<file path="config.mk">
export PLATFORM = sky130hd
export DESIGN_NAME = ledsc_top
export DESIGN_NICKNAME = d
export VERILOG_FILES = /design/src/include/ledsc_pkg.sv /design/src/logic/ledsc_top.sv
export SDC_FILE = /design/constraint.sdc
export NUM_CORES = 1
export LEC_CHECK = 0
export ABC_AREA = 1
export BUFFER_PORTS_ARGS = -buffer_cell sky130_fd_sc_hd__buf_2
export CAP_MARGIN = 20
export CORE_MARGIN = 2
export CORE_UTILIZATION = 52
export CTS_CLUSTER_SIZE = 24
export DETAILED_ROUTE_END_ITERATION = 12
export GPL_ROUTABILITY_DRIVEN = 0
export PLACE_DENSITY_LB_ADDON = 0.08
export SLEW_MARGIN = 20
export SYNTH_ARGS = -nofsm -noshare
export SYNTH_HDL_FRONTEND = slang
export SYNTH_SLANG_ARGS = --single-unit
</file>
<file path="constraint.sdc">
create_clock -name CORE_CLK_I -period 1.8 [get_ports CORE_CLK_I]
set_input_delay 0.18 -clock CORE_CLK_I [delete_from_list [all_inputs] [get_ports CORE_CLK_I]]
set_output_delay 0.18 -clock CORE_CLK_I [all_outputs]
set_load 0.005 [all_outputs]
</file>
<file path="src/include/ledsc_pkg.sv">
// Functional notes
// RL1: In operation, over-temperature or gate-driver fault moves the device to fail-silent.
// RL2: Fail-silent holds every output off; serial interface still reads and writes.
// RL3: Per channel, switch off above upper threshold, back on below lower threshold.
// RL4: Supply code readable at 0x38; zero means no measurement available.
// RL5: A write to the supply measurement register never raises the error flag.
// RL6: Above-undervoltage flag high while supply above threshold, low while below.
// RL7: Undervoltage threshold is an 8-bit code at 0x0F; zero means 0 V.
// RL8: Register 0x05 bits 0..2 pick the current range of channels 1..3.
// RL9: Host writes zeros to range register bits 7:3 and keeps them clear.
// RL10: Registers 0x02..0x04 hold the 8-bit target level of channels 1..3.
// RL11: A set range bit selects the fine scale for that channel's target level.
// RL12: Host should prefer the fine range when the wanted current fits.
// RL13: Enable low or supply below power-off level gives off mode, interface disabled.
// RL14: Supply under programmed threshold moves operation to undervoltage, outputs off.
// RL15: Flag updates on each new measurement by comparing code with threshold code.
package ledsc_pkg;
   localparam int NUM_CH = 3;
   localparam int ADDR_W = 7;
   localparam logic [6:0] ADDR_CH1 = 7'h02;
   localparam logic [6:0] ADDR_CH2 = 7'h03;
   localparam logic [6:0] ADDR_CH3 = 7'h04;
   localparam logic [6:0] ADDR_RANGE = 7'h05;
   localparam logic [6:0] ADDR_UV = 7'h0f;
   localparam logic [6:0] ADDR_MEAS = 7'h38;
   // Frame: header byte {rw, addr[6:0]} then one data byte, MSB first
   localparam int HDR_RW_POS = 7;
   localparam logic [4:0] HDR_BITS = 5'h08;
   localparam logic [4:0] FRAME_BITS = 5'h10;
   localparam int RANGE_W = 3;
   localparam logic [7:0] TGT_RST = 8'h00;
   localparam logic [2:0] RANGE_RST = 3'h0;
   localparam logic [7:0] UV_RST = 8'h00;
   localparam logic [7:0] MEAS_RST = 8'h00;
   localparam logic [7:0] MEAS_NONE = 8'h00;
   localparam int SYNC_W = 7 + 2 * NUM_CH;
   typedef enum logic [1:0] {
      LEDSC_OFF = 2'b00,
      LEDSC_OPER = 2'b01,
      LEDSC_UV = 2'b10,
      LEDSC_FAIL = 2'b11
   } ledsc_mode_t;
endpackage : ledsc_pkg

</file>
<file path="src/logic/ledsc_top.sv">
`timescale 1ns/100ps
module ledsc_top (
   input wire logic CORE_CLK_I,
   input wire logic RST_N_I,
   input wire logic SPI_CS_N_I,
   input wire logic SPI_SCLK_I,
   input wire logic SPI_SDI_I,
   output logic SPI_SDO_O,
   output logic SPI_SDO_OE_O,
   input wire logic ENABLE_I,
   input wire logic SUPPLY_POR_OK_I,
   input wire logic OVER_TEMP_I,
   input wire logic GATE_FAULT_I,
   input wire logic [2:0] ABOVE_UPPER_I,
   input wire logic [2:0] BELOW_LOWER_I,
   input wire logic [7:0] MEAS_CODE_I,
   input wire logic MEAS_VALID_I,
   output logic [2:0] GATE_ON_O,
   output logic GATE_SUPPLY_EN_O,
   output logic [23:0] TARGET_CODE_O,
   output logic [2:0] RANGE_SEL_O,
   output logic SUPPLY_ABOVE_UV_O,
   output logic SPI_ERR_O,
   output logic [1:0] MODE_O
);
   localparam int N = ledsc_pkg::NUM_CH;
   localparam int SW = ledsc_pkg::SYNC_W;
   logic [SW-1:0] sync1_r, sync2_r;
   logic sclk_q_r;
   logic cs_s, sclk_s, sdi_s, en_s, por_s, ot_s, gf_s;
   logic [N-1:0] above_s, below_s;
   logic sclk_rise, sclk_fall, cs_fall, cs_rise, cs_q_r;
   ledsc_pkg::ledsc_mode_t mode_r, mode_nxt;
   logic oper, spi_on;
   logic [4:0] bit_cnt_r;
   logic [15:0] rx_r;
   logic [7:0] tx_r;
   logic hdr_stb, wr_stb, err_r;
   logic [6:0] hdr_addr;
   logic [7:0] rd_data;
   logic [7:0] tgt_r [N];
   logic [2:0] range_r;
   logic [7:0] uv_thr_r, meas_r;
   logic flag_r;
   logic [N-1:0] gate_r;

   // Two-flop synchronisers for every pin that crosses in
   always_ff @(posedge CORE_CLK_I) begin
      if (!RST_N_I) begin
         sync1_r <= '0;
         sync2_r <= '0;
         sclk_q_r <= 1'b0;
         cs_q_r <= 1'b0;
      end else begin
         sync1_r <= {BELOW_LOWER_I, ABOVE_UPPER_I, GATE_FAULT_I, OVER_TEMP_I,
                     SUPPLY_POR_OK_I, ENABLE_I, SPI_SDI_I, SPI_SCLK_I, ~SPI_CS_N_I};
         sync2_r <= sync1_r;
         sclk_q_r <= sclk_s;
         cs_q_r <= cs_s;
      end
   end
   assign {below_s, above_s, gf_s, ot_s, por_s, en_s, sdi_s, sclk_s, cs_s} = sync2_r;
   // Edges come from the second stage only, link clock is oversampled 16x
   assign sclk_rise = sclk_s & ~sclk_q_r;
   assign sclk_fall = ~sclk_s & sclk_q_r;
   assign cs_fall = cs_s & ~cs_q_r;
   assign cs_rise = ~cs_s & cs_q_r;

   // Operating mode; off wins over every other transition
   always_comb begin
      mode_nxt = mode_r;
      if (!en_s || !por_s) begin
         mode_nxt = ledsc_pkg::LEDSC_OFF; // RL13
      end else begin
         case (mode_r)
            ledsc_pkg::LEDSC_OFF: mode_nxt = ledsc_pkg::LEDSC_OPER;
            ledsc_pkg::LEDSC_OPER: begin
               if (ot_s || gf_s) begin
                  mode_nxt = ledsc_pkg::LEDSC_FAIL; // RL1
               end else if (!flag_r) begin
                  mode_nxt = ledsc_pkg::LEDSC_UV; // RL14
               end
            end
            ledsc_pkg::LEDSC_UV: begin
               if (flag_r) begin
                  mode_nxt = ledsc_pkg::LEDSC_OPER;
               end
            end
            ledsc_pkg::LEDSC_FAIL: mode_nxt = ledsc_pkg::LEDSC_FAIL;
            default: mode_nxt = ledsc_pkg::LEDSC_OFF;
         endcase
      end
   end
   always_ff @(posedge CORE_CLK_I) begin
      if (!RST_N_I) begin
         mode_r <= ledsc_pkg::LEDSC_OFF;
      end else begin
         mode_r <= mode_nxt;
      end
   end
   assign oper = (mode_r == ledsc_pkg::LEDSC_OPER);
   // Interface lives in every mode except off
   assign spi_on = (mode_r != ledsc_pkg::LEDSC_OFF); // RL2 RL13

   // Frame bit counter and receive shifter; counts one past a full frame so long frames show
   always_ff @(posedge CORE_CLK_I) begin
      if (!RST_N_I) begin
         bit_cnt_r <= 5'h00;
         rx_r <= 16'h0000;
      end else if (!spi_on || cs_fall) begin
         bit_cnt_r <= 5'h00;
      end else if (cs_s && sclk_rise && bit_cnt_r <= ledsc_pkg::FRAME_BITS) begin
         bit_cnt_r <= bit_cnt_r + 5'h01;
         rx_r <= {rx_r[14:0], sdi_s};
      end
   end
   // Header strobe lands on the falling link clock after bit 8; write strobe on chip-select release after bit 16
   assign hdr_stb = spi_on & cs_s & (bit_cnt_r == ledsc_pkg::HDR_BITS) & sclk_fall;
   assign wr_stb = spi_on & cs_rise & (bit_cnt_r == ledsc_pkg::FRAME_BITS)
                   & rx_r[8 + ledsc_pkg::HDR_RW_POS];
   assign hdr_addr = (bit_cnt_r == ledsc_pkg::FRAME_BITS) ? rx_r[14:8] : rx_r[6:0];

   // Read mux; reserved and unmapped bits read zero
   always_comb begin
      case (hdr_addr)
         ledsc_pkg::ADDR_CH1: rd_data = tgt_r[0];
         ledsc_pkg::ADDR_CH2: rd_data = tgt_r[1];
         ledsc_pkg::ADDR_CH3: rd_data = tgt_r[2];
         ledsc_pkg::ADDR_RANGE: rd_data = {5'h00, range_r};
         ledsc_pkg::ADDR_UV: rd_data = uv_thr_r;
         ledsc_pkg::ADDR_MEAS: rd_data = meas_r; // RL4
         default: rd_data = 8'h00;
      endcase
   end

   // Transmit shifter loads after the header, shifts on falling link clock
   always_ff @(posedge CORE_CLK_I) begin
      if (!RST_N_I) begin
         tx_r <= 8'h00;
      end else if (!spi_on || cs_fall) begin
         tx_r <= 8'h00;
      end else if (hdr_stb) begin
         tx_r <= rd_data;
      end else if (cs_s && sclk_fall && bit_cnt_r > ledsc_pkg::HDR_BITS) begin
         tx_r <= {tx_r[6:0], 1'b0};
      end
   end
   assign SPI_SDO_O = tx_r[7];
   assign SPI_SDO_OE_O = spi_on & cs_s;

   // Error: short or long frame, or write to an unmapped address
   always_ff @(posedge CORE_CLK_I) begin
      if (!RST_N_I) begin
         err_r <= 1'b0;
      end else if (spi_on && cs_rise) begin
         if (bit_cnt_r != ledsc_pkg::FRAME_BITS) begin
            err_r <= 1'b1;
         end else if (wr_stb) begin
            case (rx_r[14:8])
               ledsc_pkg::ADDR_CH1, ledsc_pkg::ADDR_CH2, ledsc_pkg::ADDR_CH3,
               ledsc_pkg::ADDR_RANGE, ledsc_pkg::ADDR_UV,
               ledsc_pkg::ADDR_MEAS: err_r <= err_r; // RL5
               default: err_r <= 1'b1;
            endcase
         end
      end else if (spi_on && cs_fall) begin
         err_r <= 1'b0;
      end
   end
   assign SPI_ERR_O = err_r;

   // Configuration registers, writable in every mode but off
   always_ff @(posedge CORE_CLK_I) begin
      if (!RST_N_I) begin
         range_r <= ledsc_pkg::RANGE_RST;
         uv_thr_r <= ledsc_pkg::UV_RST;
      end else if (wr_stb) begin
         if (rx_r[14:8] == ledsc_pkg::ADDR_RANGE) begin
            range_r <= rx_r[2:0]; // RL8 RL9
         end
         if (rx_r[14:8] == ledsc_pkg::ADDR_UV) begin
            uv_thr_r <= rx_r[7:0]; // RL7
         end
      end
   end

   // Supply code and flag; a zero code means no result, flag keeps its value
   always_ff @(posedge CORE_CLK_I) begin
      if (!RST_N_I) begin
         meas_r <= ledsc_pkg::MEAS_RST;
         flag_r <= 1'b0;
      end else if (MEAS_VALID_I) begin
         meas_r <= MEAS_CODE_I; // RL4
         if (MEAS_CODE_I != ledsc_pkg::MEAS_NONE) begin
            flag_r <= (MEAS_CODE_I > uv_thr_r); // RL6 RL15
         end
      end
   end
   assign SUPPLY_ABOVE_UV_O = flag_r;
   assign GATE_SUPPLY_EN_O = oper; // RL2 RL14
   assign MODE_O = mode_r;
   assign RANGE_SEL_O = range_r; // RL11 RL12

   // Per channel target, hysteretic switch and checks
   for (genvar c = 0; c < N; c++) begin : g_ch
      localparam logic [6:0] CH_ADDR = ledsc_pkg::ADDR_CH1 + 7'(c);
      always_ff @(posedge CORE_CLK_I) begin
         if (!RST_N_I) begin
            tgt_r[c] <= ledsc_pkg::TGT_RST;
         end else if (wr_stb && rx_r[14:8] == CH_ADDR) begin
            tgt_r[c] <= rx_r[7:0]; // RL10
         end
      end
      assign TARGET_CODE_O[8*c +: 8] = tgt_r[c];
      // Above wins if both comparators report at once, safer for the coil
      always_ff @(posedge CORE_CLK_I) begin
         if (!RST_N_I || !oper) begin
            gate_r[c] <= 1'b0;
         end else if (above_s[c]) begin
            gate_r[c] <= 1'b0; // RL3
         end else if (below_s[c]) begin
            gate_r[c] <= 1'b1; // RL3
         end
      end
      // Gating keeps outputs off in the very cycle the mode leaves operation
      assign GATE_ON_O[c] = gate_r[c] & oper; // RL2

      property p_sw_off;
         @(posedge CORE_CLK_I) disable iff (!RST_N_I)
         above_s[c] |=> !GATE_ON_O[c];
      endproperty
      a_sw_off: assert property (p_sw_off) else $error("switch not off above upper"); // RL3

      property p_sw_on;
         @(posedge CORE_CLK_I) disable iff (!RST_N_I)
         (oper && !above_s[c] && below_s[c]) ##1 oper |-> GATE_ON_O[c];
      endproperty
      a_sw_on: assert property (p_sw_on) else $error("switch not on below lower"); // RL3

      property p_tgt_wr;
         @(posedge CORE_CLK_I) disable iff (!RST_N_I)
         (wr_stb && rx_r[14:8] == CH_ADDR) |=> TARGET_CODE_O[8*c +: 8] == $past(rx_r[7:0]);
      endproperty
      a_tgt_wr: assert property (p_tgt_wr) else $error("target write lost"); // RL10
   end

   property p_fail_entry;
      @(posedge CORE_CLK_I) disable iff (!RST_N_I)
      (oper && en_s && por_s && (ot_s || gf_s)) |=> mode_r == ledsc_pkg::LEDSC_FAIL;
   endproperty
   a_fail_entry: assert property (p_fail_entry) else $error("fail-silent not entered"); // RL1

   property p_fail_quiet;
      @(posedge CORE_CLK_I) disable iff (!RST_N_I)
      (mode_r == ledsc_pkg::LEDSC_FAIL) |-> (GATE_ON_O == 3'h0 && !GATE_SUPPLY_EN_O
                                             && SPI_SDO_OE_O == cs_s);
   endproperty
   a_fail_quiet: assert property (p_fail_quiet) else $error("fail-silent outputs wrong"); // RL2

   property p_meas_rd;
      @(posedge CORE_CLK_I) disable iff (!RST_N_I)
      (hdr_stb && hdr_addr == ledsc_pkg::ADDR_MEAS && !MEAS_VALID_I) |=> tx_r == meas_r;
   endproperty
   a_meas_rd: assert property (p_meas_rd) else $error("supply code read wrong"); // RL4

   property p_meas_noerr;
      @(posedge CORE_CLK_I) disable iff (!RST_N_I)
      (wr_stb && rx_r[14:8] == ledsc_pkg::ADDR_MEAS) |=> SPI_ERR_O == $past(SPI_ERR_O);
   endproperty
   a_meas_noerr: assert property (p_meas_noerr) else $error("error on supply code write"); // RL5

   property p_flag;
      @(posedge CORE_CLK_I) disable iff (!RST_N_I)
      (MEAS_VALID_I && MEAS_CODE_I != 8'h00)
      |=> SUPPLY_ABOVE_UV_O == ($past(MEAS_CODE_I) > $past(uv_thr_r));
   endproperty
   a_flag: assert property (p_flag) else $error("undervoltage flag wrong"); // RL6 RL15

   property p_uv_wr;
      @(posedge CORE_CLK_I) disable iff (!RST_N_I)
      (wr_stb && rx_r[14:8] == ledsc_pkg::ADDR_UV) |=> uv_thr_r == $past(rx_r[7:0]);
   endproperty
   a_uv_wr: assert property (p_uv_wr) else $error("threshold write lost"); // RL7

   property p_range_wr;
      @(posedge CORE_CLK_I) disable iff (!RST_N_I)
      (wr_stb && rx_r[14:8] == ledsc_pkg::ADDR_RANGE) |=> RANGE_SEL_O == $past(rx_r[2:0]);
   endproperty
   a_range_wr: assert property (p_range_wr) else $error("range write lost"); // RL8

   property p_off;
      @(posedge CORE_CLK_I) disable iff (!RST_N_I)
      (!en_s || !por_s) |=> (mode_r == ledsc_pkg::LEDSC_OFF) ##1 !SPI_SDO_OE_O;
   endproperty
   a_off: assert property (p_off) else $error("off mode not entered"); // RL13

   property p_uv_entry;
      @(posedge CORE_CLK_I) disable iff (!RST_N_I)
      (oper && en_s && por_s && !ot_s && !gf_s && !flag_r)
      |=> (mode_r == ledsc_pkg::LEDSC_UV && GATE_ON_O == 3'h0);
   endproperty
   a_uv_entry: assert property (p_uv_entry) else $error("undervoltage mode not entered"); // RL14
endmodule : ledsc_top

</file>
==> flow_metrics.py <==
metrics = {
    "die": {
        "die_x_microns": 101.0,
        "start_util": 0.5320,
        "row_count": 35,
        "dieArea_sq_um": 10200,
        "fp.dieH_microns": 101.0,
        "design.core.area_sq_um": 9196,
        "num_io_pins": 61,
    },
    "detailed_routing": {
        "postRouteWirelength_mm": 13.99,
        "routed_via_count": 4730,
        "dr.first_iter.drc_count": 525,
        "detail_route.vias_per_cell": 5.526,
        "detail_route.first_pass.iterations": 6,
        "avgRoutedWirePerCell_microns": 16.35,
        "drc": 0,
        "drtAntennaViolNets": 0,
    },
    "grt": {
        "grt.overflow.total": 0,
        "grt_max_degree": 33,
        "grt_antenna_before_repair": 0,
        "grt_pass1_vias": 4379,
        "gr-usage-all-layers": 0.2683,
        "grt_pass1_wl_mm": 21.12,
    },
    "sta": {
        "fin_worst_hold_slack_ps": 61.61,
        "fin_crit_sh": 1.100,
        "final_period_minus_worst_setup_slack_ps": 1980,
        "setup_ws_ps": -180.1,
        "hold_viol_final": 0,
        "setup_skew_ps": 14.99,
        "maxClockFrequency_ghz": 0.5050,
        "finalSetupViolCount": 27,
        "timing_worst_slew_pin_value_ps": 407.2,
        "slew_headroom": 0.7286,
        "final-max-slew-violation-count": 0,
        "rsz0062_at_grt": "yes",
    },
    "worst_setup_path": {
        "crit_fanout": 5,
        "cp-startpoint": "bit_cnt_r[0]",
        "critical_path_arrival_ps": 2300,
        "reg2reg_from": "bit_cnt_r[0]",
        "cp-start-kind": "flip-flop",
        "worstReg2RegEnd": "tx_r[0]",
        "worst_r2r_path_depth": 15,
        "crit_path_end": "tx_r[0]",
        "reg2reg_slack_ps": -180,
        "crit_required_ps": 2120,
        "critPathCaptureType": "flip-flop",
        "worst-setup-path-type": "flip-flop to flip-flop",
    },
    "finish": {
        "commonest_non_fill_non_tap_cells_in_the_layout": "94 x sky130_fd_sc_hd__nand2_1, 86 x sky130_fd_sc_hd__inv_1, 79 x sky130_fd_sc_hd__dfxtp_1",
        "n_antenna_cell": 0,
        "area_delta_synth_final_pct": 32.25,
        "share_of_final_layout_standard_cells_stronger_than_drive_strength_1": 0.3141,
        "layout.cell_area.non_filler_sq_um": 6470,
        "final_nets": 774,
        "final_common_cell": "sky130_fd_sc_hd__nand2_1",
    },
    "clocking": {
        "clock_tree.buffer_depth": 2,
        "h-tree-depth": 3,
        "tritoncts_num_sinks": 107,
        "insertion_delay_ps": 380,
        "clkTransAtPathRegs_ps": 110,
        "cts_made_buffers": 9,
        "tritoncts": "built",
        "clock_tree.root_cell": "sky130_fd_sc_hd__clkbuf_8",
    },
    "synth": {
        "synthDistinctLibCells": 39,
        "synth_flop_cell": "sky130_fd_sc_hd__dfxtp_1",
        "yosysWarnings": 0,
        "proportion_of_register_bits_with_asynchronous_set_or_reset_after_synthesis": 0,
        "synth-edff-count": 24,
        "synth.ff_latch_count": 107,
        "syn-instance-count": 616,
        "synth_nets": 650,
        "synth_sequential_area_ratio": 0.4870,
        "syn_avg_cell_area_sq_um": 7.942,
        "netlist_area_sq_um": 4892,
    },
    "pwr": {
        "worst_ir_drop_vdd_uv": 620.6,
        "power.share.combinational": 0.055,
        "clockPowerShare": 0.354,
        "p_switching_mw": 1.119,
        "swShare": 0.2588,
        "total_leakage_power_nw": 2.893,
        "pwr-share-seq": 0.592,
        "cell_internal_pwr_mw": 3.207,
        "power.density_cell_area_nw_per_um2": 668.6,
    },
    "place": {
        "dp_hpwl_mm": 9.497,
        "placement.setup.worst_slack_ps": -232.5,
        "place_area_sq_um": 5620,
        "portBuffers": 60,
    },
    "status": {
        "status": "finished, violations left",
        "failed_checks": "setup timing",
    },
    "worst_hold_path": {
        "hold_path_startpoint": "MEAS_CODE_I[2]",
        "hold_path_class": "primary input to flip-flop",
    },
    "flow_run": {
        "timing.max_cap.violations": 0,
    },
}
==> power groups by stage <==
stage	registers [mW]	clock network, mW	logic [mW]
floorplan	2.60	0	0.0948
global placement	2.61	0	0.201
detailed placement	2.61	0	0.208
CTS	2.56	1.56	0.231
global route	2.57	1.64	0.267
finish	2.56	1.53	0.236
==> how the worst min path moves through the flow <==
stage | endpoint | slack [ps] | cells after the start
6_report | meas_r[2] | 60 | 3
5_1_grt | meas_r[2] | 60 | 3
2_1_floorplan | sync1_r[0] | 250 | 1
4_1_cts | meas_r[2] | 50 | 3
3_5_place_dp | sync1_r[0] | 340 | 2
3_3_place_gp | sync1_r[0] | 340 | 2
==> final cells by class <==
cell class / instances / area, sq um
tap: 111 / 138.9
multi-input combinational: 397 / 2340
inverter: 94 / 355.3
timing repair buffer: 131 / 1036
clock inverter: 7 / 88.84
clock buffer: 9 / 123.9
fill: 700 / 2726
sequential: 107 / 2387
==> cell families after synthesis <==
family	after synthesis	share of synthesized area
AND/OR/NAND/NOR	278	0.2678
buffers and inverters	113	0.09591
adder cells (fa/ha/maj)	10	0.02558
flip-flops	107	0.4870
AO/OA/AOI/OAI	108	0.1238
==> timing repair <==
item | in CTS | in global routing
cloned | 2 | 1
hold buffers | 13 | 0
pin swaps | 34 | 19
hold endpoints to repair | 13 | 0
endpoints found under the setup margin | 67 | 74
buffers inserted | 7 | 6
gates resized for setup | 42 | 58
==> state kept, by name (all words and copies together) (netlist names) <==
register / count
sclk_q_r: 1
meas_r: 8
SUPPLY_ABOVE_UV_O: 1
SPI_ERR_O: 1
tgt_r: 24
RANGE_SEL_O: 3
bit_cnt_r: 5
gate_r: 3
sync2_r: 13
uv_thr_r: 8
cs_q_r: 1
sync1_r: 13
rx_r: 16
MODE_O: 2
tx_r: 8
==> synth_stat cells (2+ instances only) <==
cell type	count	area (sq um)
sky130_fd_sc_hd__nand2_1	115	431.7
sky130_fd_sc_hd__inv_1	89	334.1
sky130_fd_sc_hd__dfxtp_1	83	1662
sky130_fd_sc_hd__nor2_1	69	259.0
sky130_fd_sc_hd__a21oi_1	42	210.2
sky130_fd_sc_hd__o21ai_0	40	200.2
sky130_fd_sc_hd__nand3_1	39	195.2
sky130_fd_sc_hd__edfxtp_1	24	720.7
sky130_fd_sc_hd__nand4_1	16	100.1
sky130_fd_sc_hd__a211oi_1	11	82.58
sky130_fd_sc_hd__ha_1	10	125.1
sky130_fd_sc_hd__nor3_1	9	45.04
sky130_fd_sc_hd__clkbuf_1	8	30.03
sky130_fd_sc_hd__nand2_2	8	50.05
sky130_fd_sc_hd__nor2_4	6	67.56
sky130_fd_sc_hd__o21ai_1	6	30.03
sky130_fd_sc_hd__inv_2	5	18.77
sky130_fd_sc_hd__buf_6	4	45.04
sky130_fd_sc_hd__buf_2	3	15.01
sky130_fd_sc_hd__buf_4	3	22.52
sky130_fd_sc_hd__nor2_2	3	18.77
sky130_fd_sc_hd__nor4_1	3	18.77
sky130_fd_sc_hd__a211oi_2	2	25.02
sky130_fd_sc_hd__nor3_4	2	32.53
sky130_fd_sc_hd__or2_2	2	12.51
==> layer usage <==
metal / vias up / global-route usage / part of all wire
met5: - / 0 / 0
met4: 0 / 0.09252 / 0.031
met3: 41 / 0.05340 / 0.072
met2: 235 / 0.4718 / 0.51
met1: 2194 / 0.3276 / 0.39
li1: 2260 / - / -
==> critical path, stage by stage (launching register included) <==
cell and delay [ps]:
sky130_fd_sc_hd__dfxtp_2 340, sky130_fd_sc_hd__inv_2 70, sky130_fd_sc_hd__ha_4 170, sky130_fd_sc_hd__buf_6 110, sky130_fd_sc_hd__buf_4 100, sky130_fd_sc_hd__nand4_1 140, sky130_fd_sc_hd__nand2_2 170, sky130_fd_sc_hd__nand2_4 90
sky130_fd_sc_hd__nor2_4 170, sky130_fd_sc_hd__and2_4 200, sky130_fd_sc_hd__nand2_1 50, sky130_fd_sc_hd__nand2_1 50, sky130_fd_sc_hd__inv_1 30, sky130_fd_sc_hd__nand2_1 50, sky130_fd_sc_hd__nand2_1 60, sky130_fd_sc_hd__a21oi_2 120
==> through the flow <==
| stage | utilization | total power [mW] | TNS [ps] | instances |
|---|---|---|---|---|
| 2_1_floorplan | - | 2.696 | 0 | 616 |
| 3_3_place_gp | 0.6112 | 2.812 | -2548 | 811 |
| 3_5_place_dp | 0.6112 | 2.820 | -5147 | 811 |
| 4_1_cts | 0.6737 | 4.346 | -909.6 | 849 |
| 5_1_grt | 0.7035 | 4.477 | -5212 | 856 |
| 6_report | 0.7035 | 4.326 | -1431 | 856 |
Power figures use the tool's default switching activity.
